**src/prxtx_pkg.sv**
```systemverilog
// package: constants, carrier types and code tables of the phy line path
package prxtx_pkg;

    // ************************************************************
    // clock and timing
    // ************************************************************
    localparam int CLK_NS        = 25;
    localparam int WINDOW_NS     = 40000;
    localparam int WINDOW_CYC    = WINDOW_NS / CLK_NS;
    localparam int WD_W          = 11;
    localparam int TX_NIB_NS     = 400;
    localparam int TX_NIB_CYC    = TX_NIB_NS / CLK_NS;
    localparam int NLP_PERIOD_NS = 16000000;
    localparam int NLP_WIDTH_NS  = 100;
    localparam int NLP_WIDTH_CYC = (NLP_WIDTH_NS + CLK_NS - 1) / CLK_NS;
    localparam int NLP_W         = 20;
    localparam int SQE_DELAY_NS  = 1000;
    localparam int SQE_DELAY_CYC = (SQE_DELAY_NS + CLK_NS - 1) / CLK_NS;
    localparam int SQE_WIDTH_NS  = 1000;
    localparam int SQE_WIDTH_CYC = (SQE_WIDTH_NS + CLK_NS - 1) / CLK_NS;
    localparam int SQE_W         = 7;

    // ************************************************************
    // receive coding
    // ************************************************************
    localparam int                SAMPLE_W   = 6;
    localparam logic signed [5:0] MLT_THRESH = 6'sh10;
    localparam logic [4:0] J_CG    = 5'h18;
    localparam logic [4:0] K_CG    = 5'h11;
    localparam logic [4:0] T_CG    = 5'h0d;
    localparam logic [4:0] R_CG    = 5'h07;
    localparam logic [4:0] IDLE_CG = 5'h1f;
    localparam logic [3:0] NIB_PRE = 4'h5;
    localparam logic [3:0] NIB_BAD = 4'he;
    localparam logic [3:0] NIB_ERR = 4'h0;
    localparam logic [2:0] CG_LAST = 3'h4;
    localparam logic [2:0] CLK_HI  = 3'h2;
    localparam int KEY_W     = 11;
    localparam int KEY_TAP_A = 10;
    localparam int KEY_TAP_B = 8;
    localparam logic [4:0] LOCK_BITS = 5'h1e;
    localparam logic [3:0] IDLE_RUN  = 4'ha;
    localparam logic [4:0] DATA_CG [16] = '{
        5'h1e, 5'h09, 5'h14, 5'h15, 5'h0a, 5'h0b, 5'h0e, 5'h0f,
        5'h12, 5'h13, 5'h16, 5'h17, 5'h1a, 5'h1b, 5'h1c, 5'h1d};

    typedef enum logic [1:0] {
        RX_HUNT  = 2'b00,
        RX_SSD   = 2'b01,
        RX_FRAME = 2'b10
    } prxtx_rx_state_t;

    typedef enum logic [1:0] {
        PEND_NONE = 2'b00,
        PEND_T    = 2'b01,
        PEND_I    = 2'b10
    } prxtx_pend_t;

    typedef struct packed {
        logic       dv;
        logic       er;
        logic [3:0] nib;
    } prxtx_rx_nib_t;

    typedef struct packed {
        logic       en;
        logic [3:0] nib;
    } prxtx_tx_nib_t;

    // data code-group to {valid, nibble}
    function automatic logic [4:0] prxtx_decode(input logic [4:0] cg);
        logic [4:0] res;
        res = {1'b0, NIB_ERR};
        for (int i = 0; i < 16; i++) begin
            if (cg == DATA_CG[i]) begin
                res = {1'b1, 4'(i)};
            end
        end
        return res;
    endfunction : prxtx_decode

endpackage : prxtx_pkg
```
**src/prxtx_core.sv**
```systemverilog
// phy data path: 100M receive coding/alignment and 10M transmit encoding
//
// Contract
// - 100M logic runs only while the 125 MHz pll reports lock.
// - receive front end delivers one 6-bit quantized sample per line sample.
// - timing unit picks one of several clock phases as sampling strobe.
// - MLT-3 levels become an NRZI stream feeding the descrambler.
// - descrambler key syncs on idles, then holds and descrambles data.
// - no idle within 40 us aborts reception and restarts sync.
// - J-K pair fixes 5-bit boundaries until the next start of frame.
// - data groups map to nibbles; J-K yields two 0101 nibbles.
// - receive valid starts with the first preamble nibble of J-K.
// - T-R or two idles end carrier and valid, never emitted as data.
// - link failure or lost signal drops receive valid.
// - unexpected group in frame raises receive error.
// - bad start delimiter gives error with 1110, valid stays low.
// - without signal, receive clock comes from the reference clock.
// - MAC nibbles at 2.5 MHz with enable are serialized to 10 Mbps.
// - 10M serial stream is Manchester encoded on 20 MHz half bits.
// - with transmit enable low, normal link pulses are sent.
// - half duplex 10M loops transmit data back without collision.
// - heartbeat indication follows each 10M transmission.
// - J, K, T, R and idle code-groups have fixed patterns.
// - level change between symbols is 1, no change is 0.
`timescale 1ns/1ps
`default_nettype none
module prxtx_core
    import prxtx_pkg::*;
#(
    parameter int PHASES         = 8,
    parameter int NLP_PERIOD_CYC = prxtx_pkg::NLP_PERIOD_NS / prxtx_pkg::CLK_NS
) (
    input  wire logic                      clk,        // 40 MHz
    input  wire logic                      srst,       // sync reset
    input  wire logic                      speed_100,  // 1: 100M, 0: 10M
    input  wire logic                      full_duplex,// duplex mode
    input  wire logic                      pll_locked, // 125 MHz pll lock
    input  wire logic signed [5:0]         adc_sample, // quantized sample
    input  wire logic [PHASES-1:0]         phase_strobe,// phase strobes
    input  wire logic [$clog2(PHASES)-1:0] phase_sel,  // timing unit pick
    input  wire logic                      line_signal_present, // pin
    input  wire logic                      link_fail,  // link test failed
    input  wire logic                      col_detect, // pin, collision
    input  wire prxtx_pkg::prxtx_tx_nib_t  tx_mii,     // mac transmit
    output prxtx_pkg::prxtx_rx_nib_t       rx_mii,     // mac receive
    output logic                           crs,        // carrier sense
    output logic                           rx_clk,     // receive clock
    output logic                           tx_clk,     // 2.5 MHz tx clock
    output logic                           col,        // collision / sqe
    output prxtx_pkg::prxtx_tx_nib_t       loop_mii,   // 10M loopback
    output logic                           tx_line,    // line level
    output logic                           tx_line_en, // line driven
    output logic                           nlp_pulse   // link pulse on
);
    import prxtx_pkg::*;

    // ************************************************************
    // parameter checks
    // ************************************************************
    localparam int SQE_LO = SQE_DELAY_CYC;
    localparam int SQE_HI = SQE_DELAY_CYC + 3;
    generate
        if (PHASES < 2 || NLP_PERIOD_CYC <= 2 * NLP_WIDTH_CYC ||
            NLP_PERIOD_CYC >= (1 << NLP_W) || TX_NIB_CYC != 16 ||
            WINDOW_CYC >= (1 << WD_W)) begin : g_bad
            $error("prxtx_core: unsupported parameter value");
        end
    endgenerate

    // ************************************************************
    // input synchronisers
    // ************************************************************
    logic [1:0] async_in;
    logic [1:0] sync1;
    logic [1:0] sync2;
    logic [1:0] sync3;
    logic [1:0] filt;
    assign async_in = {col_detect, line_signal_present};
    // a change is accepted only once the second and third stages agree
    for (genvar g = 0; g < 2; g++) begin : g_sync
        always_ff @(posedge clk) begin
            if (srst) begin
                sync1[g] <= 1'b0;
                sync2[g] <= 1'b0;
                sync3[g] <= 1'b0;
                filt[g]  <= 1'b0;
            end else begin
                sync1[g] <= async_in[g];
                sync2[g] <= sync1[g];
                sync3[g] <= sync2[g];
                if (sync2[g] == sync3[g]) begin
                    filt[g] <= sync3[g];
                end
            end
        end
    end
    logic sig_ok;
    logic col_s;
    assign sig_ok = filt[0];
    assign col_s  = filt[1];

    // ************************************************************
    // 100M symbol recovery
    // ************************************************************
    logic       bit_tick;
    logic [1:0] lvl;
    logic [1:0] prev_lvl;
    logic       nrz;
    // phase mux steered by timing unit, gated by pll lock
    assign bit_tick = speed_100 & pll_locked & phase_strobe[phase_sel];
    // 6-bit sample sliced to three mlt-3 levels
    always_comb begin
        if (adc_sample > MLT_THRESH) begin
            lvl = 2'b01;
        end else if (adc_sample < -MLT_THRESH) begin
            lvl = 2'b11;
        end else begin
            lvl = 2'b00;
        end
    end
    assign nrz = (lvl != prev_lvl);
    always_ff @(posedge clk) begin
        if (srst) begin
            prev_lvl <= 2'b00;
        end else if (bit_tick) begin
            prev_lvl <= lvl;
        end
    end

    // ************************************************************
    // descrambler and idle watchdog
    // ************************************************************
    logic [KEY_W-1:0] key;
    logic             key_bit;
    logic             locked;
    logic [4:0]       match_cnt;
    logic             descr;
    logic [3:0]       one_run;
    logic [WD_W-1:0]  wd_cnt;
    logic             wd_abort;
    assign key_bit  = key[KEY_TAP_A] ^ key[KEY_TAP_B];
    assign descr    = nrz ^ key_bit;
    assign wd_abort = locked && (wd_cnt == WD_W'(WINDOW_CYC - 1));
    // unlocked: idles descramble to ones, so the key is the inverted line
    always_ff @(posedge clk) begin
        if (srst) begin
            key       <= '0;
            locked    <= 1'b0;
            match_cnt <= '0;
        end else if (wd_abort || !sig_ok) begin
            locked    <= 1'b0;
            match_cnt <= '0;
        end else if (bit_tick) begin
            if (locked) begin
                key <= {key[KEY_W-2:0], key_bit};
            end else begin
                key <= {key[KEY_W-2:0], ~nrz};
                match_cnt <= (~nrz == key_bit) ? match_cnt + 5'h01 : 5'h00;
                locked    <= (match_cnt == LOCK_BITS);
            end
        end
    end
    // a run of ones counts as an idle; counting cycles is simpler than bits
    always_ff @(posedge clk) begin
        if (srst || !locked) begin
            one_run <= '0;
            wd_cnt  <= '0;
        end else begin
            if (bit_tick) begin
                one_run <= descr ? ((one_run == IDLE_RUN) ? one_run
                                    : one_run + 4'h1) : 4'h0;
            end
            wd_cnt <= (one_run == IDLE_RUN) ? '0 : wd_cnt + WD_W'(1);
        end
    end

    // ************************************************************
    // code-group alignment and 5b/4b decode
    // ************************************************************
    prxtx_rx_state_t state;
    prxtx_pend_t     pend;
    prxtx_rx_nib_t   stage;
    logic [9:0]      next_sh;
    logic [9:0]      grp_sh;
    logic [2:0]      bit_phase;
    logic            grp_done;
    logic            live;
    logic [4:0]      cur;
    logic [4:0]      dec;
    logic            end_hit;
    assign next_sh  = {grp_sh[8:0], descr};
    assign cur      = next_sh[4:0];
    assign dec      = prxtx_decode(cur);
    assign live     = sig_ok & ~link_fail & ~wd_abort;
    assign grp_done = bit_tick && locked && (bit_phase == CG_LAST);
    assign end_hit  = (pend == PEND_T && cur == R_CG) ||
                      (pend == PEND_I && cur == IDLE_CG);
    // bit counter restarts at a J preceded by idle, held through the frame
    always_ff @(posedge clk) begin
        if (srst) begin
            grp_sh    <= '0;
            bit_phase <= '0;
        end else if (bit_tick && locked) begin
            grp_sh <= next_sh;
            if (state == RX_HUNT && next_sh == {IDLE_CG, J_CG}) begin
                bit_phase <= '0;
            end else begin
                bit_phase <= (bit_phase == CG_LAST) ? 3'h0 : bit_phase + 3'h1;
            end
        end
    end
    // one group of latency lets T and idle be held back until confirmed
    always_ff @(posedge clk) begin
        if (srst || !live) begin
            state  <= RX_HUNT;
            pend   <= PEND_NONE;
            stage  <= '0;
            rx_mii <= '0;
            crs    <= 1'b0;
        end else if (bit_tick && locked && state == RX_HUNT &&
                     next_sh == {IDLE_CG, J_CG}) begin
            state <= RX_SSD;
            crs   <= 1'b1;
        end else if (grp_done) begin
            unique case (state)
                RX_HUNT: begin
                    rx_mii <= '0;
                end
                RX_SSD: begin
                    if (cur == K_CG) begin
                        rx_mii <= '{dv: 1'b1, er: 1'b0, nib: NIB_PRE};
                        stage  <= '{dv: 1'b1, er: 1'b0, nib: NIB_PRE};
                        pend   <= PEND_NONE;
                        state  <= RX_FRAME;
                    end else begin
                        rx_mii <= '{dv: 1'b0, er: 1'b1, nib: NIB_BAD};
                        state  <= RX_HUNT;
                        crs    <= 1'b0;
                    end
                end
                RX_FRAME: begin
                    if (end_hit) begin
                        rx_mii <= '0;
                        crs    <= 1'b0;
                        pend   <= PEND_NONE;
                        state  <= RX_HUNT;
                    end else begin
                        rx_mii <= (pend != PEND_NONE) ?
                            '{dv: 1'b1, er: 1'b1, nib: NIB_ERR} : stage;
                        if (cur == T_CG) begin
                            pend <= PEND_T;
                        end else if (cur == IDLE_CG) begin
                            pend <= PEND_I;
                        end else begin
                            pend  <= PEND_NONE;
                            stage <= '{dv: 1'b1, er: ~dec[4], nib: dec[3:0]};
                        end
                    end
                end
                default: begin
                    state <= RX_HUNT;
                end
            endcase
        end
    end

    // ************************************************************
    // receive clock
    // ************************************************************
    logic ref_div;
    // recovered from group timing, else a divided reference clock
    always_ff @(posedge clk) begin
        if (srst) begin
            ref_div <= 1'b0;
            rx_clk  <= 1'b0;
        end else begin
            ref_div <= ~ref_div;
            rx_clk  <= (sig_ok && locked) ? (bit_phase < CLK_HI)
                                          : ref_div;
        end
    end

    // ************************************************************
    // 10M transmit
    // ************************************************************
    logic [3:0]       tx_cnt;
    logic [3:0]       tx_sh;
    logic             tx_active;
    logic             prev_active;
    logic             cur_tx_bit;
    logic             lb_next;
    logic [NLP_W-1:0] nlp_cnt;
    logic             nlp_on;
    logic [SQE_W-1:0] sqe_cnt;
    logic             sqe_run;
    logic             sqe_on;
    assign cur_tx_bit = tx_sh[tx_cnt[3:2]];
    assign lb_next    = tx_active & ~full_duplex;
    assign nlp_on     = ~tx_active && nlp_cnt < NLP_W'(NLP_WIDTH_CYC);
    // nibble taken at the end of each 16-cycle slot, mac drives on tx_clk
    always_ff @(posedge clk) begin
        if (srst) begin
            tx_cnt      <= '0;
            tx_sh       <= '0;
            tx_active   <= 1'b0;
            prev_active <= 1'b0;
            tx_clk      <= 1'b0;
        end else begin
            tx_cnt      <= tx_cnt + 4'h1;
            tx_clk      <= ~tx_cnt[3];
            prev_active <= tx_active;
            if (tx_cnt == 4'hf) begin
                tx_sh     <= tx_mii.nib;
                tx_active <= ~speed_100 & tx_mii.en;
            end
        end
    end
    // first half carries the inverse, second half the bit
    always_ff @(posedge clk) begin
        if (srst) begin
            tx_line    <= 1'b0;
            tx_line_en <= 1'b0;
            nlp_pulse  <= 1'b0;
        end else begin
            tx_line    <= tx_active ? (tx_cnt[1] ? cur_tx_bit : ~cur_tx_bit)
                                    : (nlp_on & ~speed_100);
            tx_line_en <= tx_active | (nlp_on & ~speed_100);
            nlp_pulse  <= nlp_on & ~speed_100;
        end
    end
    // pulse period counter runs only while the transmitter is idle
    always_ff @(posedge clk) begin
        if (srst || tx_active || speed_100) begin
            nlp_cnt <= '0;
        end else begin
            nlp_cnt <= (nlp_cnt == NLP_W'(NLP_PERIOD_CYC - 1)) ? '0
                                                            : nlp_cnt + NLP_W'(1);
        end
    end
    // heartbeat window after the end of each transmission
    always_ff @(posedge clk) begin
        if (srst || speed_100 || tx_active) begin
            sqe_run <= 1'b0;
            sqe_cnt <= '0;
            sqe_on  <= 1'b0;
        end else begin
            if (prev_active) begin
                sqe_run <= 1'b1;
                sqe_cnt <= '0;
            end else if (sqe_run) begin
                sqe_cnt <= sqe_cnt + SQE_W'(1);
                sqe_run <= (sqe_cnt != SQE_W'(SQE_DELAY_CYC + SQE_WIDTH_CYC));
            end
            sqe_on <= sqe_run && sqe_cnt >= SQE_W'(SQE_DELAY_CYC) &&
                      sqe_cnt < SQE_W'(SQE_DELAY_CYC + SQE_WIDTH_CYC);
        end
    end
    // loopback never counts as collision; real collisions masked meanwhile
    always_ff @(posedge clk) begin
        if (srst) begin
            loop_mii <= '0;
            col      <= 1'b0;
        end else begin
            loop_mii <= '{en: lb_next, nib: tx_sh};
            col      <= ~lb_next & (sqe_on | (~full_duplex & col_s));
        end
    end

    // ************************************************************
    // assertions
    // ************************************************************
    a_ssd_preamble: assert property (@(posedge clk) disable iff (srst)
        (state == RX_SSD && grp_done && cur == K_CG && live)
        |=> (rx_mii.dv && rx_mii.nib == 4'h5 && crs))
        else $error("preamble nibble missing after start delimiter");
    a_bad_ssd_code: assert property (@(posedge clk) disable iff (srst)
        (state == RX_SSD && grp_done && cur != K_CG && live)
        |=> (rx_mii.er && !rx_mii.dv && rx_mii.nib == 4'he))
        else $error("bad start delimiter not flagged");
    a_sig_loss_drop: assert property (@(posedge clk) disable iff (srst)
        (!sig_ok || link_fail) |=> (!rx_mii.dv && !crs))
        else $error("receive valid held after signal loss");
    a_watchdog_abort: assert property (@(posedge clk) disable iff (srst)
        wd_abort |=> (!locked && !rx_mii.dv && state == RX_HUNT))
        else $error("idle watchdog did not abort");
    a_end_delim: assert property (@(posedge clk) disable iff (srst)
        (state == RX_FRAME && grp_done && end_hit && live)
        |=> (!rx_mii.dv && !crs))
        else $error("end delimiter did not close frame");
    a_tx_clk_period: assert property (@(posedge clk) disable iff (srst)
        $rose(tx_clk) |-> ##16 $rose(tx_clk))
        else $error("transmit nibble clock period wrong");
    a_manch_halves: assert property (@(posedge clk) disable iff (srst)
        (tx_active && $past(tx_active, 3) && tx_cnt[1:0] == 2'd3)
        |-> (tx_line != $past(tx_line, 2)))
        else $error("manchester halves not complementary");
    a_nlp_width: assert property (@(posedge clk)
        disable iff (srst || tx_active || speed_100)
        $rose(nlp_pulse) |-> nlp_pulse[*4] ##1 !nlp_pulse)
        else $error("link pulse width wrong");
    a_loop_no_col: assert property (@(posedge clk) disable iff (srst)
        loop_mii.en |-> !col)
        else $error("collision raised during loopback");
    a_sqe_after_tx: assert property (@(posedge clk)
        disable iff (srst || speed_100 || tx_active)
        $fell(tx_active) |-> ##[SQE_LO:SQE_HI] col)
        else $error("heartbeat missing after transmission");

endmodule : prxtx_core
`default_nettype wire

```
**config.mk**
```make
export PLATFORM = sky130hd
export DESIGN_NAME = prxtx_core
export DESIGN_NICKNAME = d
export VERILOG_FILES = /design/src/prxtx_pkg.sv /design/src/prxtx_core.sv
export SDC_FILE = /design/constraint.sdc
export NUM_CORES = 1
export LEC_CHECK = 0
export BUFFER_PORTS_ARGS = -buffer_cell sky130_fd_sc_hd__buf_2
export CAP_MARGIN = 40
export CORE_UTILIZATION = 60
export DETAILED_ROUTE_END_ITERATION = 10
export GPL_ROUTABILITY_DRIVEN = 0
export HOLD_SLACK_MARGIN = 0.02
export MAX_ROUTING_LAYER = met4
export PLACE_DENSITY = 0.8
export RECOVER_POWER = 25
export SYNTH_ARGS = -nofsm -noshare
export SYNTH_HDL_FRONTEND = slang
export SYNTH_SLANG_ARGS = --single-unit
export TNS_END_PERCENT = 1
```
**constraint.sdc**
```tcl
create_clock -name clk -period 4.9 [get_ports clk]
set_clock_uncertainty 0.2 [all_clocks]
set_input_delay 0.735 -clock clk [delete_from_list [all_inputs] [get_ports clk]]
set_output_delay 0.735 -clock clk [all_outputs]
set_load 0.01 [all_outputs]
```
==> run_results.csv, run 1 <==
group,metric,value,unit
global_routing,track_usage,27.7,%
final_layout,antenna_cells,0,
synthesis,netlist_top_cells_area,"dfxtp_1 (45%), nor2_1 (5.6%), nand2_1 (4.0%)",
worst_setup_path,reg2reg_from,"prev_lvl[1]$_SDFFE_PP0P_",
job,cap_violations,1,
die,pin_count,48,
global_routing,antenna_found_initial,0,
synthesis,synthCells,616,
sta,setup_violations,0,
min_path,worstHoldStart,"ref_div$_SDFF_PP0_",
clock_tree,cts_tree,"done",
sta,finalMaxSlewViolations,54,
synthesis,synth_nets,661,
place,place_hpwl,8.25,mm
die,die_h,97.5,um
final_layout,drive_gt1_share,13.5,%
synthesis,synth_top_cell_area_share,44.6,%
clock_tree,clkTransAtPathRegs,60,ps
worst_setup_path,reg2reg_to,"rx_mii[5]$_SDFFE_PP0P_",
worst_setup_path,r2r_slack,2300,ps
synthesis,async_flop_share,0,%
run_status,status,"finished with violations",
global_routing,grt_max_degree,54,
die,fp.dieArea,9510,um^2
detailed_routing,dr.pass1.iters,5,
worst_setup_path,path_cells,"clkbuf_1 > inv_1 > o211ai_1 > nand2b_1 > a31oi_1 > o2bb2ai_1",
place,pre_cts_ws,1530,ps
min_path,min_to,"ref_div$_SDFF_PP0_",
power,finalPower,0.00235,W
power,power_leakage,2.35,nW
worst_setup_path,cp-start-kind,"input pin",
global_routing,grt.overflow.total,0,
die,initial_core_util,62.5,%
power,p_clk_share,54.0,%
sta,worst_pin_slew,2110,ps
detailed_routing,drt_iter0_drc,329,
min_path,whs_path_depth,1,
power,swShare,20.9,%
power,seqPwrFrac,42.8,%
clock_tree,cts_buffers,17,
synthesis,syn_area,5480,um^2
sta,fmax,0.310,GHz
worst_setup_path,worstSetupPathType,"in -> reg",
place,port_buffers,47,
sta,tns,0,ps
clock_tree,clk_latency,520,ps
sta,min_period_over_period,65.7,%
synthesis,synth_warnings,0,
detailed_routing,drc,0,
synthesis,synth_enable_flop_cells,0,
global_routing,grt_pass1_vias,4420,
synthesis,ys_ff_latch,122,
clock_tree,post-cts-setup-buffer-count,0,
sta,rsz0062_at_grt,"false",
clock_tree,ctsHoldBuffers,0,
worst_setup_path,reg2reg_depth,7,
die,rows,34,
power,power_density,368,nW/um^2
clock_tree,htree_levels,4,
power,combPwrFrac,3.2,%
worst_setup_path,critPathBufInv,2,
detailed_routing,vias_per_cell,5.96,
detailed_routing,wl_per_cell,15.7,um
place,post_dp_cell_area,5790,um^2
global_routing,grt_pass1_wl,20.7,mm
sta,hold_viol_final,0,
power,ir_worst_vdd,0.000280,V
sta,maxSlewHeadroom,-40.7,%
power,p_switching,0.000492,W
clock_tree,post_cts_resized,0,
synthesis,synthFlopType,"dfxtp_1",
power,p_int,0.00186,W
synthesis,synth-seq-area-share,44.6,%
synthesis,yosysTopAreaCell,"dfxtp_1",
synthesis,synth.distinct_cells,65,
final_layout,syn_to_final_growth,16.8,%
worst_setup_path,cp.required,5100,ps
final_layout,nNetsFinal,711,
worst_setup_path,cp_top_family,"buffers and inverters",
worst_setup_path,crit_fanout,53,
detailed_routing,ant_nets,0,
worst_setup_path,cp_slowest_cell,"clkbuf_1",
run_status,violations,"capacitance limit, slew limit",
sta,whs,218,ps
worst_setup_path,crit_arrival,3420,ps
die,die_w,97.5,um
sta,finalWorstSetupSlack,1680,ps
min_path,min_path_type,"reg -> reg",
clock_tree,cts_sinks,122,
worst_setup_path,end_kind,"register",
sta,period_needed,3220,ps
synthesis,synth_area_per_cell,8.89,um^2
worst_setup_path,critPathMaxStageDelay,1470,ps
final_layout,final_cell_area,6400,um^2
detailed_routing,vias,4691,
die,coreArea,8760,um^2
clock_tree,cts_buffer_depth,2,
clock_tree,cts_root_buf,"clkbuf_8",
detailed_routing,routed_wirelength,12.4,mm
## area by class of cell
cell class / instances / area [um^2]
clock buffer: 22 / 473
clock inverter: 10 / 140
fill: 628 / 2370
inverter: 17 / 63.8
multi-input combinational: 457 / 2880
sequential: 122 / 2440
tap: 108 / 135
timing repair buffer: 51 / 260
## power groups by stage
stage	registers, W	logic, W	clock network (W)
final	0.00101	0.0000747	0.00127
after global routing	0.00101	0.0000814	0.00133
after CTS	0.00101	0.0000744	0.00128
after global placement	0.00103	0.0000704	0
after detailed placement	0.00103	0.0000727	0
after floorplan	0.00103	0.0000447	0
## registers in the layout, summed over array words and instances, names as in the netlist, 4 cells and up
register and cells:
grp_sh 9, key 11, loop_mii 5, match_cnt 5
nlp_cnt 20, one_run 4, rx_mii 6, sqe_cnt 7
stage 6, tx_cnt 4, tx_sh 4, wd_cnt 11
## cells in the final DEF (no fill, tap or decap), types with 3 or more instances in the layout
cell	netlist	layout
ha_1	15	15
bufinv_16	0	3
nor4_1	9	9
a211oi_1	3	3
clkinvlp_4	0	3
and4_1	3	3
nand3_1	22	22
a31oi_1	3	3
inv_1	17	17
and3_1	11	11
a21oi_1	42	42
clkbuf_8	0	5
mux2i_1	18	18
xor2_1	24	24
nor3_1	9	9
nor2b_1	16	16
nand4_1	18	18
and2_1	7	7
nor2_1	81	81
buf_4	0	3
clkbuf_1	14	7
nor4b_1	3	3
or4_1	3	3
o2bb2ai_1	5	5
o211ai_1	4	4
dfxtp_1	122	122
mux2_2	3	3
buf_2	3	41
xnor2_1	18	18
or3_1	8	8
o21a_1	3	3
clkbuf_16	0	16
nand2_1	58	58
o21ai_0	20	20
nand2b_1	7	7
o31ai_1	4	4
## worst max-delay path by stage
stage	start	cells past startpoint	slack [ps]	end
final	srst	6	1680	rx_mii[5]$_SDFFE_PP0P_
after CTS	adc_sample[2]	8	2050	rx_mii[5]$_SDFFE_PP0P_
after floorplan	adc_sample[2]	6	1960	stage[0]$_SDFFE_PP0P_
after global placement	adc_sample[2]	7	1620	stage[0]$_SDFFE_PP0P_
after global routing	srst	4	1280	nlp_cnt[11]$_SDFF_PP0_
after detailed placement	adc_sample[2]	8	1530	rx_mii[5]$_SDFFE_PP0P_
## per-layer routing
metal	wire [um]	track usage, %	vias to the layer above
met2	5860	43.0	178
met5	0	-	-
met1	5520	35.0	2211
met4	214	12.0	0
li1	-	-	2283
met3	758	5.83	19
## kinds of logic (layout without fill, tap and decap cells)
logic type                 count (synthesis)  after routing  synth area share, %
AOI/OAI and AO/OA                        108            108                 13.1
and+or+nand+nor                          270            270                 25.0
buffers and inverters                     37            100                 2.74
adders and majority gates                 15             15                 3.43
muxes                                     22             22                 4.32
DFF                                      122            122                 44.6
xor gates and xnor gates                  42             42                 6.72
## synth_stat cells, types with 8 or more instances
cell        n
or3_1       8
clkbuf_1   14
nand2_1    58
nor2b_1    16
nand4_1    18
dfxtp_1   122
xnor2_1    18
ha_1       15
a21oi_1    42
o21ai_0    20
nor2_1     81
nand3_1    22
and3_1     11
nor3_1      9
nor4_1      9
mux2i_1    18
inv_1      17
xor2_1     24
## per-stage QoR
stage	std cells	util [%]
finish	787	73.0
global route	787	73.0
CTS	787	73.1
detailed placement	755	66.1
global placement	753	65.9
floorplan	616	-
(Power assumes the default switching activity.)
==> run 2, diff against run 1 <==
--- a/config.mk
+++ b/config.mk
@@ -7,12 +7,12 @@
 export LEC_CHECK = 0
 export BUFFER_PORTS_ARGS = -buffer_cell sky130_fd_sc_hd__buf_2
 export CAP_MARGIN = 40
-export CORE_UTILIZATION = 60
+export CORE_UTILIZATION = 53
 export DETAILED_ROUTE_END_ITERATION = 10
 export GPL_ROUTABILITY_DRIVEN = 0
 export HOLD_SLACK_MARGIN = 0.02
 export MAX_ROUTING_LAYER = met4
-export PLACE_DENSITY = 0.8
+export PLACE_DENSITY = 0.75
 export RECOVER_POWER = 25
 export SYNTH_ARGS = -nofsm -noshare
 export SYNTH_HDL_FRONTEND = slang
==> constraint.sdc (replaced) <==
create_clock -name clk -period 2.95 [get_ports clk]
set_clock_uncertainty 0.2 [all_clocks]
set_input_delay 0.4425 -clock clk [delete_from_list [all_inputs] [get_ports clk]]
set_output_delay 0.4425 -clock clk [all_outputs]
set_load 0.01 [all_outputs]
==> run_results.csv, run 2 (synthesis results as in run 1) <==
group,metric,value,unit
worst_setup_path,crit_fanout,10,
power,seqPwrFrac,44.5,%
final_layout,syn_to_final_growth,20.9,%
worst_setup_path,worstSetupPathType,"reg -> reg",
detailed_routing,wl_per_cell,14.9,um
sta,finalWorstSetupSlack,359,ps
detailed_routing,ant_nets,0,
worst_setup_path,cp_top_family,"simple AND/OR/NAND/NOR gates",
worst_setup_path,crit_arrival,2840,ps
power,p_clk_share,51.8,%
worst_setup_path,cp.required,3200,ps
global_routing,grt_pass1_vias,4549,
final_layout,max_flop_register,"nlp_cnt",
worst_setup_path,cp_slowest_cell,"dfxtp_1",
worst_setup_path,path_cells,"nor4bb_1 > a32o_1 > nor3_2 > buf_12 > nor4b_1 > buf_4 > o211ai_1 > mux2i_1",
run_status,status,"completed",
sta,setup_violations,0,
worst_setup_path,critPathMaxStageDelay,470,ps
sta,worst_pin_slew,930,ps
final_layout,fill_cells,811,
place,port_buffers,47,
final_layout,antenna_cells,0,
final_layout,largestRegisters,"nlp_cnt x20, key x11, wd_cnt x11",
final_layout,largest_register_ffs,20,
sta,fmax,0.386,GHz
final_layout,drive_gt1_share,15.1,%
final_layout,multi_input_area,2880,um^2
die,fp.dieArea,10700,um^2
detailed_routing,routed_wirelength,12.5,mm
detailed_routing,vias,4705,
place,place_hpwl,8.55,mm
clock_tree,htree_levels,4,
power,p_int,0.00294,W
job,cap_violations,0,
worst_setup_path,end_kind,"register",
global_routing,grt.overflow.total,0,
clock_tree,clk_latency,530,ps
sta,finalMaxSlewViolations,0,
worst_setup_path,cp-start-kind,"register",
power,p_switching,0.000817,W
detailed_routing,drc,0,
detailed_routing,vias_per_cell,5.59,
sta,hold_viol_final,0,
die,initial_core_util,55.3,%
global_routing,grt_pass1_wl,20.9,mm
die,pin_count,48,
power,ir_worst_vdd,0.000437,V
die,coreArea,9910,um^2
sta,period_needed,2590,ps
global_routing,grt_max_degree,51,
global_routing,grt_use_met1,29.1,%
final_layout,final_cell_mix,"dfxtp_1 (122), nor2_1 (81), nand2_1 (58)",
clock_tree,cts_buffers,17,
sta,tns,0,ps
global_routing,use_met3,5.66,%
die,rows,36,
clock_tree,cts_buffer_depth,2,
final_layout,final_common_cell,"dfxtp_1",
clock_tree,post-cts-setup-buffer-count,0,
final_layout,nNetsFinal,740,
clock_tree,post_cts_resized,0,
die,die_h,104,um
global_routing,track_usage,24.9,%
global_routing,antenna_found_initial,0,
final_layout,regArea,2440,um^2
min_path,min_path_type,"in -> reg",
clock_tree,clkTransAtPathRegs,60,ps
sta,rsz0062_at_grt,"false",
worst_setup_path,critPathBufInv,2,
clock_tree,cts_root_buf,"clkbuf_8",
power,swShare,21.7,%
sta,min_period_over_period,87.8,%
place,pre_cts_ws,9.34,ps
sta,maxSlewHeadroom,38.0,%
power,power_leakage,2.46,nW
global_routing,gr-max-usage-layer,"met2",
power,combPwrFrac,3.7,%
sta,whs,109,ps
power,power_density,568,nW/um^2
detailed_routing,drt_iter0_drc,210,
die,die_w,104,um
global_routing,grtUsageMet2,40.3,%
clock_tree,cts_sinks,122,
clock_tree,cts_tree,"done",
detailed_routing,dr.pass1.iters,5,
==> run 2: repair_timing <==
action,4_1_cts,5_1_grt
hold buffers,10,0
endpoints found under the hold margin,9,0
setup endpoints to repair,0,0
==> run 2: through the flow <==
stage	util [%]	area (um^2)	power (W)	cells
2_1_floorplan	-	5480	0.00178	616
3_3_place_gp	60.3	5980	0.00183	799
3_5_place_dp	60.3	5980	0.00184	799
4_1_cts	67.0	6640	0.00378	841
5_1_grt	66.8	6620	0.00388	841
6_report	66.8	6620	0.00376	841
==> run 2: final cells by class <==
class / count / share of cell area (%)
Clock buffer: 20 / 6.58
Clock inverter: 12 / 1.89
Inverter: 17 / 0.964
Multi-Input combinational cell: 457 / 43.5
Sequential cell: 122 / 36.9
Tap cell: 133 / 2.51
Timing Repair Buffer: 80 / 7.62
==> run 2: final timing paths <==
check                           start                endpoint  slack [ps]  depth (start not counted)
min                         speed_100  tx_active$_SDFFE_PP0N_         110                          4
max reg2reg  prev_lvl[0]$_SDFFE_PP0P_   state[1]$_SDFFE_PP0P_         360                          8
min reg2reg        ref_div$_SDFF_PP0_      ref_div$_SDFF_PP0_         210                          1
max          prev_lvl[0]$_SDFFE_PP0P_   state[1]$_SDFFE_PP0P_         360                          8
==> run 2: metal layers <==
layer,share of wire (%),wire length [um]
met2,48,5970
met5,0,0
met1,45,5610
met4,2.3,288
met3,5.2,649
==> run 2: worst reg2reg max path, stage by stage, from the launching register on <==
cell and delay (ps):
dfxtp_1 470, nor4bb_1 380, a32o_1 270, nor3_2 90
buf_12 150, nor4b_1 470, buf_4 220, o211ai_1 90
mux2i_1 170
==> run 2: power groups by stage <==
stage               logic (W)  registers (W)  clock network (W)
floorplan           0.0000743        0.00171                  0
global placement     0.000127        0.00171                  0
detailed placement   0.000130        0.00171                  0
CTS                  0.000141        0.00167            0.00197
global route         0.000153        0.00167            0.00205
finish               0.000139        0.00167            0.00195
